## src/mrs_cfg.svh

```systemverilog
// Constants for the room status responder
`ifndef MRS_CFG_SVH
`define MRS_CFG_SVH

// ****************************************************************
// Function and exception codes
// ****************************************************************
`define MRS_FC_READ_HOLD   8'h03
`define MRS_FC_READ_INPUT  8'h04
`define MRS_EXC_FLAG       8'h80
`define MRS_EXC_ILL_FUNC   8'h01
`define MRS_EXC_ILL_ADDR   8'h02
`define MRS_EXC_ILL_VALUE  8'h03

// ****************************************************************
// Register map
// ****************************************************************
`define MRS_ERR_ADDR       16'h0000
`define MRS_ROOM_FIRST     16'h0001
`define MRS_ROOM_LAST      16'h05dc
`define MRS_QTY_MAX        16'h007d
`define MRS_ROOM_RST       1'b0
`define MRS_COMM_ERR_RST   1'b1

// ****************************************************************
// Link settings
// ****************************************************************
`define MRS_TCP_PORT_DFLT  16'h01f6
`define MRS_SLAVE_ID_DFLT  8'h01

`endif

```

## src/mrs_pkg.sv

```systemverilog
// Types shared by the room status responder
package mrs_pkg;

    // Decoded read request handed over by the frame layer
    typedef struct packed {
        logic [7:0]  unitId;
        logic [7:0]  func;
        logic [15:0] addr;
        logic [15:0] qty;
    } mrs_req_t;

    // One byte of an outgoing stream
    typedef struct packed {
        logic       last;
        logic [7:0] data;
    } mrs_byte_t;

    // Room state update from the hotel system side
    typedef struct packed {
        logic [15:0] room;
        logic        checkedIn;
    } mrs_room_evt_t;

    // Responder states
    typedef enum logic [2:0] {
        MRS_IDLE  = 3'b000,
        MRS_FUNC  = 3'b001,
        MRS_CNT   = 3'b010,
        MRS_HI    = 3'b011,
        MRS_LO    = 3'b100,
        MRS_XCODE = 3'b101
    } mrs_state_t;

endpackage

```

## src/mrs_ident.sv

```systemverilog
// Identification text streamer for the configuration serial port
`timescale 1ns/10ps
`include "mrs_cfg.svh"

module mrs_ident
    import mrs_pkg::*;
#(
    parameter int               IDENT_LEN  = 16,
    // Text is arbitrary; first character in the top byte
    parameter logic [8*16-1:0]  IDENT_TEXT = "ROOMSTAT SLAVE\r\n"
) (
    // Clock and reset
    input  wire logic       core_clk,
    input  wire logic       rst,
    // Query from the console receiver
    input  wire logic       identQuery,
    // Text stream to the console transmitter
    output mrs_byte_t       conByte,
    output logic            conValid,
    input  wire logic       conReady
);

    logic [7:0]  idx_ff;
    logic        busy_ff;
    mrs_byte_t   conByte_ff;

    // ************************************************************
    // Text sequencing
    // ************************************************************

    // Walk the text one byte per accepted handshake
    always_ff @(posedge core_clk) begin
        if (rst) begin
            idx_ff     <= 8'h00;
            busy_ff    <= 1'b0;
            conByte_ff <= '0;
        end else if (!busy_ff && identQuery) begin
            busy_ff         <= 1'b1;
            idx_ff          <= 8'h01;
            conByte_ff.data <= IDENT_TEXT[8*IDENT_LEN-1 -: 8];
            conByte_ff.last <= (IDENT_LEN == 1);
        end else if (busy_ff && conReady) begin
            if (conByte_ff.last) begin
                busy_ff <= 1'b0;
            end else begin
                idx_ff          <= idx_ff + 8'h01;
                conByte_ff.data <=
                    IDENT_TEXT[8*(IDENT_LEN-32'(idx_ff))-1 -: 8];
                conByte_ff.last <= (32'(idx_ff) == IDENT_LEN-1);
            end
        end
    end

    assign conValid = busy_ff;
    assign conByte  = conByte_ff;

endmodule

```

## src/mrs_room_slave.sv

```systemverilog
// Modbus room status slave: register store, read responder, console
`timescale 1ns/10ps
`include "mrs_cfg.svh"


module mrs_room_slave
    import mrs_pkg::*;
#(
    parameter logic [15:0] TCP_PORT  = `MRS_TCP_PORT_DFLT,
    parameter logic [7:0]  SLAVE_ID  = `MRS_SLAVE_ID_DFLT,
    parameter int          IDENT_LEN = 16
) (
    // Clock and reset
    input  wire logic      core_clk,
    input  wire logic      rst,
    // Transport selection
    input  wire logic      modeTcp,
    output logic [15:0]    tcpListenPort,
    // Request from the frame layer
    input  mrs_req_t       req,
    input  wire logic      reqValid,
    output logic           reqReady,
    // Response PDU byte stream
    output mrs_byte_t      rsp,
    output logic           rspValid,
    input  wire logic      rspReady,
    // Hotel system side
    input  mrs_room_evt_t  roomEvt,
    input  wire logic      roomEvtValid,
    input  wire logic      hmsExchangeOk,
    input  wire logic      hmsLinkFail,
    output logic           commError,
    // Configuration serial port
    input  wire logic      identQuery,
    output mrs_byte_t      conByte,
    output logic           conValid,
    input  wire logic      conReady
);

    // ************************************************************
    // Storage
    // ************************************************************

    logic [`MRS_ROOM_LAST:`MRS_ROOM_FIRST] roomBits_ff;
    logic        commErr_ff;

    mrs_state_t  state_ff;
    mrs_state_t  nxt_state;
    mrs_byte_t   rsp_ff;
    mrs_byte_t   nxt_rsp;
    logic [7:0]  excCode_ff;
    logic [7:0]  nxt_excCode;
    logic        isExc_ff;
    logic        nxt_isExc;
    logic [15:0] curAddr_ff;
    logic [15:0] nxt_curAddr;
    logic [7:0]  remain_ff;
    logic [7:0]  nxt_remain;

    logic        accept;
    logic        takeByte;
    logic        forUs;
    logic        funcOk;
    logic        qtyOk;
    logic [16:0] endAddr;
    logic        rangeOk;
    logic        wordBit;

    // One store element per room, written by matching events
    genvar gi;
    generate
        for (gi = `MRS_ROOM_FIRST; gi <= `MRS_ROOM_LAST; gi++) begin : g_room
            always_ff @(posedge core_clk) begin
                if (rst) begin
                    roomBits_ff[gi] <= `MRS_ROOM_RST;
                end else if (roomEvtValid && roomEvt.room == 16'(gi)) begin
                    roomBits_ff[gi] <= roomEvt.checkedIn;
                end
            end
        end
    endgenerate

    // Link health: a failure wins over a good exchange in one cycle
    always_ff @(posedge core_clk) begin
        if (rst) begin
            commErr_ff <= `MRS_COMM_ERR_RST;
        end else if (hmsLinkFail) begin
            commErr_ff <= 1'b1;
        end else if (hmsExchangeOk) begin
            commErr_ff <= 1'b0;
        end
    end

    assign commError     = commErr_ff;
    assign tcpListenPort = TCP_PORT;

    // ************************************************************
    // Request decode
    // ************************************************************

    // Only reads are served; everything else is an exception
    assign funcOk  = (req.func == `MRS_FC_READ_HOLD) ||
                     (req.func == `MRS_FC_READ_INPUT);
    assign qtyOk   = (req.qty != 16'h0000) && (req.qty <= `MRS_QTY_MAX);
    assign endAddr = {1'b0, req.addr} + {1'b0, req.qty} - 17'h00001;
    assign rangeOk = (endAddr <= {1'b0, `MRS_ROOM_LAST});
    // RTU frames for another slave are dropped silently
    assign forUs   = modeTcp || (req.unitId == SLAVE_ID);

    assign reqReady = (state_ff == MRS_IDLE);
    assign accept   = reqValid && reqReady;
    assign rspValid = (state_ff != MRS_IDLE);
    assign rsp      = rsp_ff;
    assign takeByte = rspValid && rspReady;

    // Address 0 is the error register, 1 to 1500 are rooms, higher addresses read 0
    always_comb begin
        if (curAddr_ff == `MRS_ERR_ADDR) begin
            wordBit = commErr_ff;
        end else if (curAddr_ff <= `MRS_ROOM_LAST) begin
            wordBit = roomBits_ff[curAddr_ff[10:0]];
        end else begin
            wordBit = 1'b0;
        end
    end

    // ************************************************************
    // Response sequencing
    // ************************************************************

    // Next byte and state for the response stream
    always_comb begin
        nxt_state   = state_ff;
        nxt_rsp     = rsp_ff;
        nxt_excCode = excCode_ff;
        nxt_isExc   = isExc_ff;
        nxt_curAddr = curAddr_ff;
        nxt_remain  = remain_ff;
        case (state_ff)
            MRS_IDLE: begin
                if (accept && forUs) begin
                    nxt_state   = MRS_FUNC;
                    nxt_curAddr = req.addr;
                    nxt_remain  = req.qty[7:0];
                    nxt_rsp.last = 1'b0;
                    if (!funcOk) begin
                        nxt_isExc   = 1'b1;
                        nxt_excCode = `MRS_EXC_ILL_FUNC;
                    end else if (!qtyOk) begin
                        nxt_isExc   = 1'b1;
                        nxt_excCode = `MRS_EXC_ILL_VALUE;
                    end else if (!rangeOk) begin
                        nxt_isExc   = 1'b1;
                        nxt_excCode = `MRS_EXC_ILL_ADDR;
                    end else begin
                        nxt_isExc   = 1'b0;
                        nxt_excCode = 8'h00;
                    end
                    nxt_rsp.data = (funcOk && qtyOk && rangeOk) ?
                                   req.func : (req.func | `MRS_EXC_FLAG);
                end
            end
            MRS_FUNC: begin
                if (takeByte) begin
                    if (isExc_ff) begin
                        nxt_state = MRS_XCODE;
                        nxt_rsp   = '{last: 1'b1, data: excCode_ff};
                    end else begin
                        nxt_state = MRS_CNT;
                        nxt_rsp   = '{last: 1'b0, data: {remain_ff[6:0], 1'b0}};
                    end
                end
            end
            MRS_CNT: begin
                if (takeByte) begin
                    nxt_state = MRS_HI;
                    nxt_rsp   = '{last: 1'b0, data: 8'h00};
                end
            end
            MRS_HI: begin
                if (takeByte) begin
                    nxt_state = MRS_LO;
                    nxt_rsp   = '{last: (remain_ff == 8'h01),
                                  data: {7'h00, wordBit}};
                end
            end
            MRS_LO: begin
                if (takeByte) begin
                    if (remain_ff == 8'h01) begin
                        nxt_state = MRS_IDLE;
                    end else begin
                        nxt_state   = MRS_HI;
                        nxt_remain  = remain_ff - 8'h01;
                        nxt_curAddr = curAddr_ff + 16'h0001;
                        nxt_rsp     = '{last: 1'b0, data: 8'h00};
                    end
                end
            end
            MRS_XCODE: begin
                if (takeByte) begin
                    nxt_state = MRS_IDLE;
                end
            end
            default: begin
                nxt_state = MRS_IDLE;
            end
        endcase
    end

    // Responder state registers
    always_ff @(posedge core_clk) begin
        if (rst) begin
            state_ff   <= MRS_IDLE;
            rsp_ff     <= '0;
            excCode_ff <= 8'h00;
            isExc_ff   <= 1'b0;
            curAddr_ff <= 16'h0000;
            remain_ff  <= 8'h00;
        end else begin
            state_ff   <= nxt_state;
            rsp_ff     <= nxt_rsp;
            excCode_ff <= nxt_excCode;
            isExc_ff   <= nxt_isExc;
            curAddr_ff <= nxt_curAddr;
            remain_ff  <= nxt_remain;
        end
    end

    // ************************************************************
    // Configuration console
    // ************************************************************

    // Answers identification queries with the ident text
    mrs_ident #(
        .IDENT_LEN (IDENT_LEN)
    ) u_ident (
        .core_clk   (core_clk),
        .rst        (rst),
        .identQuery (identQuery),
        .conByte    (conByte),
        .conValid   (conValid),
        .conReady   (conReady)
    );

endmodule

```

## config.mk

```make
export PLATFORM = sky130hd
export DESIGN_NAME = mrs_room_slave
export DESIGN_NICKNAME = d
export VERILOG_FILES = /design/src/mrs_pkg.sv /design/src/mrs_ident.sv /design/src/mrs_room_slave.sv
export VERILOG_INCLUDE_DIRS = /design/src
export SDC_FILE = /design/constraint.sdc
export NUM_CORES = 2
export LEC_CHECK = 0
export BUFFER_PORTS_ARGS = -buffer_cell sky130_fd_sc_hd__buf_2
export CAP_MARGIN = 20
export CORE_UTILIZATION = 45
export CTS_BUF_LIST = sky130_fd_sc_hd__clkbuf_16
export DETAILED_ROUTE_END_ITERATION = 12
export GPL_ROUTABILITY_DRIVEN = 0
export HOLD_SLACK_MARGIN = 0.03
export SLEW_MARGIN = 15
export SYNTH_ARGS = -nofsm -noshare
export SYNTH_HDL_FRONTEND = slang
export SYNTH_SLANG_ARGS = --single-unit
```

## constraint.sdc

```tcl
create_clock -name core_clk -period 9.15 [get_ports core_clk]
set_input_delay 1.83 -clock core_clk [delete_from_list [all_inputs] [get_ports core_clk]]
set_output_delay 1.83 -clock core_clk [all_outputs]
set_load 0.005 [all_outputs]
```

# Yosys cells after proc, flatten, opt, wreduce, memory -nomap -nowiden
# Index checks and enable logic that the tools add are counted.
[op_classes]
n_addsub = 7
order_cmp = 4
n_eq_ne = 1518
shifts = 1
muxes = 45
n_bitwise = 1
reduce_logical = 1528
[op_table]
columns = ["operator", "n"]
rows = [
  ["16-bit by 10-bit equality test with 1-bit output (second input constant)", 512],
  ["16-bit by 11-bit equality test with 1-bit output (second input constant)", 477],
  ["16-bit by 9-bit equality test with 1-bit output (second input constant)", 256],
  ["16-bit by 8-bit equality test with 1-bit output (second input constant)", 128],
  ["1-bit logical AND", 1508],
  ["16-bit by 7-bit equality test with 1-bit output (second input constant)", 64],
  ["16-bit by 6-bit equality test with 1-bit output (second input constant)", 32],
  ["16-bit by 5-bit equality test with 1-bit output (second input constant)", 16],
  ["135-bit by 33-bit variable part select with 8-bit output (first input constant)", 1],
  ["16-bit by 4-bit equality test with 1-bit output (second input constant)", 8],
  ["9-bit 2-to-1 mux", 8],
  ["16-bit by 3-bit equality test with 1-bit output (second input constant)", 4],
  ["16-bit 2-to-1 mux", 3],
  ["9-bit case mux with 5 select lines", 1],
  ["16-bit by 2-bit equality test with 1-bit output (second input constant)", 2],
  ["8-bit 2-to-1 mux", 4],
  ["16-bit case mux with 2 select lines", 1],
  ["32-bit by 1-bit subtractor with 32-bit output (second input constant)", 1],
  ["3-bit 2-to-1 mux", 7],
  ["3-bit case mux with 6 select lines", 1],
  ["16-bit by 16-bit adder with 17-bit output", 1],
  ["17-bit by 11-bit less-or-equal comparator with 1-bit output (second input constant)", 1],
  ["17-bit by 1-bit subtractor with 17-bit output (second input constant)", 1],
  ["16-bit by 1-bit adder with 16-bit output (second input constant)", 1],
  ["other kinds (35)", 66],
]
[totals]
register_bits = 1564
inputBits = 75
output_inout_bits = 38
wordCells = 4618

# Logic depth before layout (Yosys ltp)
[depth]
ltp_word = 7
mapped_depth = 17
mapped_depth_nobuf = 15

# By module
# From an unflattened synthesis, not the netlist that was laid out.
[unflattened]
cells_unflattened = 9007
area_unflattened_um2 = 74769.2
[modules_own_cells]
columns = ["module", "instances", "cells_each", "area_each_um2", "seq_area_each_um2"]
rows = [
  ["mrs_room_slave", 1, 8863, 73640.6, 30829.6],
  ["mrs_ident", 1, 144, 1128.6, 340.3],
]

# Least setup slack after synthesis
# Ideal clock, no wire load.
[synth_path]
path_type = "input-to-reg"
start = "in req[2] (netlist bit)"
end = "reg isExc_ff"
setup_time_ps = 91
t_arrival_ps = 4452
required_ps = 9059
setup_slack_ps = 4607
cell_stages = 13
n_path_buf = 0
cell_sequence = "inv_1 -> ha_1 -> inv_1 -> ha_1 -> a21o_1 -> a21oi_1 -> nand2b_1 -> a21oi_1 -> or4_1 -> a211o_1 -> a31o_2 -> and4_1 -> a311oi_1"
[synth_via]
elab_chain_cells = 6
elab_cells_between_ends = 9
cone_classes = "add/sub (2); order compare (2); mux (3); reduce/logical (2)"
[synth_lines]
columns = ["element", "line", "text"]
rows = [
  ["from (decl)", "mrs_room_slave.sv:20", "input mrs_req_t req,"],
  ["16-bit by 16-bit adder with 17-bit output", "mrs_room_slave.sv:105", "assign endAddr = {1'b0, req.addr} + {1'b0, req.qty} - 17'h00001;"],
  ["17-bit by 1-bit subtractor with 17-bit output", "mrs_room_slave.sv:105", ""],
  ["17-bit by 11-bit less-or-equal comparator with 1-bit output", "mrs_room_slave.sv:106", "assign rangeOk = (endAddr <= {1'b0, `MRS_ROOM_LAST});"],
  ["1-bit 2-to-1 mux", "mrs_room_slave.sv:152", "end else if (!rangeOk) begin"],
  ["1-bit 2-to-1 mux *", "mrs_room_slave.sv:149", "end else if (!qtyOk) begin"],
  ["1-bit 2-to-1 mux *", "mrs_room_slave.sv:146", "if (!funcOk) begin"],
  ["to (signal assigned)", "mrs_room_slave.sv:223", "isExc_ff <= nxt_isExc;"],
  ["to (decl)", "mrs_room_slave.sv:53", "logic isExc_ff;"],
]
# Mark *: on every way between the ends. The rest lies on a longest branch, timed or not.
# A chain may end at the register's enable or synchronous reset.

# Worst setup path in the final report
[layout_path]
start = "reg curAddr_ff[3]"
end = "reg rsp_ff, in the netlist rsp[0]"
[layout_via]
elab_chain_cells = 6
elab_cells_between_ends = 8
cone_classes = "order compare (1); mux (6); reduce/logical (1)"
[layout_lines]
columns = ["element", "line", "text"]
rows = [
  ["from (decl)", "mrs_room_slave.sv:55", "logic [15:0] curAddr_ff;"],
  ["from (signal assigned)", "mrs_room_slave.sv:224", "curAddr_ff <= nxt_curAddr;"],
  ["1-bit binary-select mux with 11-bit select", "mrs_room_slave.sv:121", "wordBit = roomBits_ff[curAddr_ff[10:0]];"],
  ["1-bit 2-to-1 mux (implied by the code)", "mrs_room_slave.sv:121", ""],
  ["1-bit 2-to-1 mux", "mrs_room_slave.sv:120", "end else if (curAddr_ff <= `MRS_ROOM_LAST) begin"],
  ["1-bit 2-to-1 mux *", "mrs_room_slave.sv:118", "if (curAddr_ff == `MRS_ERR_ADDR) begin"],
  ["9-bit 2-to-1 mux *", "mrs_room_slave.sv:181", "if (takeByte) begin"],
  ["9-bit case mux with 5 select lines *", "mrs_room_slave.sv:139", "case (state_ff)"],
  ["to (signal assigned)", "mrs_room_slave.sv:221", "rsp_ff <= nxt_rsp;"],
  ["to (decl)", "mrs_room_slave.sv:49", "mrs_byte_t rsp_ff;"],
]
# Mark *: on every way between the ends. The rest lies on a longest branch, timed or not. The select of a mux whose other input is x is not followed.

==> metrics <==
final hold violations=0; drt initial violations=12200; commonest non-fill, non-tap cell in the layout=o21ai_0; fmax=204 MHz; mapped cell area=0.0760 mm²; Setup Viol. Count Final=0; HPWL Detailed=177000 µm; asr flop ratio synth=0%; Sw Pwr=4.34 mW; worst hold margin=458 ps; Worst-Skew Late Latency=840 ps; sequential element share of the synthesized area=41.0%; FF/Latch Area=0.0312 mm²; leak pwr=24.4 nW; sw frac=28.5%; antenna violations before repair=7; Logic pwr share=11.6%; Cell Chain, Critical Path=buf_12 > nand2_1 > nor2_1 > a22oi_1 > o2111ai_1 > o2111ai_1 > o311a_1 > nor4_1 > nand4_1 > o32ai_1; post-route minimum period=4900 ps; Bufs and invs on worst path=1; share of total power in sequential cells=45.6%; # DRC=0; final worst setup slack=4250 ps; compound-gate portion of the synthesized area=23.6%; routed vias=73800; most frequent cells in the layout=o21ai_0, a21oi_1, dfxtp_1, nand3_1, nand2_1; worst slew pin tran=1520 ps; pre-CTS setup slack=3650 ps; Setup TNS Final=0 ps; Layout Cell Area excl Fill=0.0815 mm²; placed instance area=0.0764 mm²; CP max stage delay=770 ps; simple-gate portion of the synthesized area=15.3%; CP required=9880 ps; H-tree depth=4; I/O Buffers=95; Max IR drop VDD=206 µV; Synth Register Bits=1557; # Max-Cap Violations=0; Die Y=413 µm; Hold Crit Class=flop to flop; Tot Pwr=15.2 mW; largest family of logic cells by synthesized area=compound AO/OA/AOI/OAI gates; FP Rows=150; Layout area overhead=7.29%; Clock Power Share=42.8%; number of global-route vias before repair=67500; grt total ovfl=0; all-layer global routing usage=34.4%; CTS tree=built; most used cell, CP=o2111ai_1; Max Slew Vio Count=20; failing checks=max-slew violations; CP startpoint kind=flop; largest net degree at the start of global routing=250; crit path max-delay cell type=nor2_1; drt pass-1 iters=8; number of hold buffers added after CTS=0; post-synthesis mux area share=12.6%; Top Family by Delay on Critical Path=compound AO/OA/AOI/OAI gates; vias per cell=6.83; xor/xnor share of the synthesized area=0.231%; Routed WL=303000 µm; Syn Inst Count=8973; I/O pins=113; initial core utilization=45.4%; Post-Synth Adder-Cell Area=0.652%; Main synth FF type=dfxtp_1; headroom to the max-slew limit=-1.18%; Core Box Area=0.167 mm²; TritonCTS buffer count=168; Synth Area per Inst=8.47 µm²; Post-synth EDFFs=0; status=finished, violations left; Sink Count=1557; crit-path max FO=53; die area=0.170 mm²; Internal Power=10.9 mW; RSZ-0062 raised after global routing=no; # Post-CTS Setup Buffers=0; synth warn=0; die width=413 µm; WP data arrival=5630 ps; PostCTS Resize Cnt=0; first-pass GRT wire length=448000 µm; clk_skew=20.6 ps; share of layout cells above drive strength 1=9.69%; fin crit share=53.6%; area of the multi-input gates=0.0402 mm²; kind of critical path=flop to flop; WL per Instance=28.1 µm; fillers=15800; nets=8576; DRT antenna net count=0; power density of the placed cells=187 mW/mm²; Root Driver=clkbuf_16; Worst-path clk slew=60 ps; Yosys cell types=96; clock tree buffer depth=3; CP Capture Type=flop
==> cells in the mapped netlist, drive strengths merged, types with 7 or more instances <==
cell type | n | area, µm²
and2 | 7 | 46.3
mux2i | 81 | 811
a2111oi | 7 | 73.8
a221oi | 29 | 285
a22oi | 76 | 581
nand2 | 371 | 1390
mux4 | 373 | 8710
a211oi | 22 | 170
ha | 38 | 475
nor4 | 20 | 138
nor3 | 45 | 225
nor2b | 18 | 115
xnor2 | 14 | 123
o211ai | 12 | 95.1
clkbuf | 772 | 3230
inv | 96 | 360
nand2b | 15 | 93.8
a31oi | 14 | 87.6
o21ai | 1562 | 7820
dfxtp | 1557 | 31200
and3 | 9 | 56.3
buf | 155 | 1310
or3 | 9 | 56.3
o22ai | 20 | 131
nand4 | 13 | 81.3
a21oi | 1555 | 7780
nand3 | 1554 | 7780
nor2 | 377 | 1420
o2111ai | 8 | 70.1
a22o | 29 | 254
a311oi | 8 | 70.1
==> layout make-up <==
cell class / instances / area share [%]
Timing Repair Buffer: 232 / 2.30
Sequential cell: 1557 / 38.3
Inverter: 96 / 0.442
Multi-Input combinational cell: 6407 / 49.4
Antenna cell: 4 / 0.0123
Tap cell: 2204 / 3.38
Clock buffer: 169 / 5.19
Clock inverter: 134 / 1.03
==> sequential cells by signal (all words and copies together) (netlist names) <==
signal / count
u_ident.idx_ff: 8
curAddr_ff: 16
remain_ff: 8
u_ident.conValid: 1
u_ident.conByte: 8
excCode_ff: 2
roomBits_ff: 1500
state_ff: 3
isExc_ff: 1
rsp: 9
commError: 1
==> worst min-delay path, stage by stage (launching register included) <==
cell and delay [ps]:
dfxtp_1 310, nand2_1 50, a21oi_1 50
==> power by group through the flow <==
| stage | clock network [mW] | logic [mW] | registers, mW |
|---|---|---|---|
| floorplan | 0 | 1.32 | 6.99 |
| global placement | 0 | 1.69 | 7.08 |
| detailed placement | 0 | 1.70 | 7.08 |
| CTS | 6.53 | 1.71 | 6.93 |
| global route | 6.81 | 1.83 | 6.94 |
| finish | 6.51 | 1.77 | 6.94 |
==> final timing paths <==
check / startpoint / endpoint / slack, ps / cells after the start
min reg2reg: u_ident.conByte[2]$_SDFFE_PP0P_ / u_ident.conByte[2]$_SDFFE_PP0P_ / 460 / 2
max: curAddr_ff[3]$_SDFFE_PP0P_ / rsp[0]$_SDFFE_PP0P_ / 4250 / 10
max reg2reg: curAddr_ff[3]$_SDFFE_PP0P_ / rsp[0]$_SDFFE_PP0P_ / 4250 / 10
min: u_ident.conByte[2]$_SDFFE_PP0P_ / u_ident.conByte[2]$_SDFFE_PP0P_ / 460 / 2
==> per-layer routing <==
layer	up-vias	wire length [µm]	global-route usage, %	part of all wire [%]
met1	36000	119000	46.4	39
met3	849	36400	8.75	12
met2	4848	129000	49.6	43
met5	-	49	0	0.016
met4	8	18700	19.6	6.2
li1	32100	-	-	-
==> stage by stage <==
stage,instances,util [%]
3_5_place_dp,10500,45.6
3_3_place_gp,10500,45.6
6_report,10800,48.7
4_1_cts,10800,48.7
5_1_grt,10800,48.7
2_1_floorplan,8988,-
==> cell families (layout without fill, tap and decap cells) <==
group | after synthesis | count (layout)
adder cells (fa/ha/maj) | 39 | 39
flip-flops | 1557 | 1557
XOR/XNOR | 20 | 20
buffers and inverters | 1024 | 631
AO/OA/AOI/OAI | 3403 | 3403
other | 2 | 21
multiplexers | 459 | 459
AND/OR/NAND/NOR | 2469 | 2469
No activity file was read; power rests on OpenSTA's default activity.
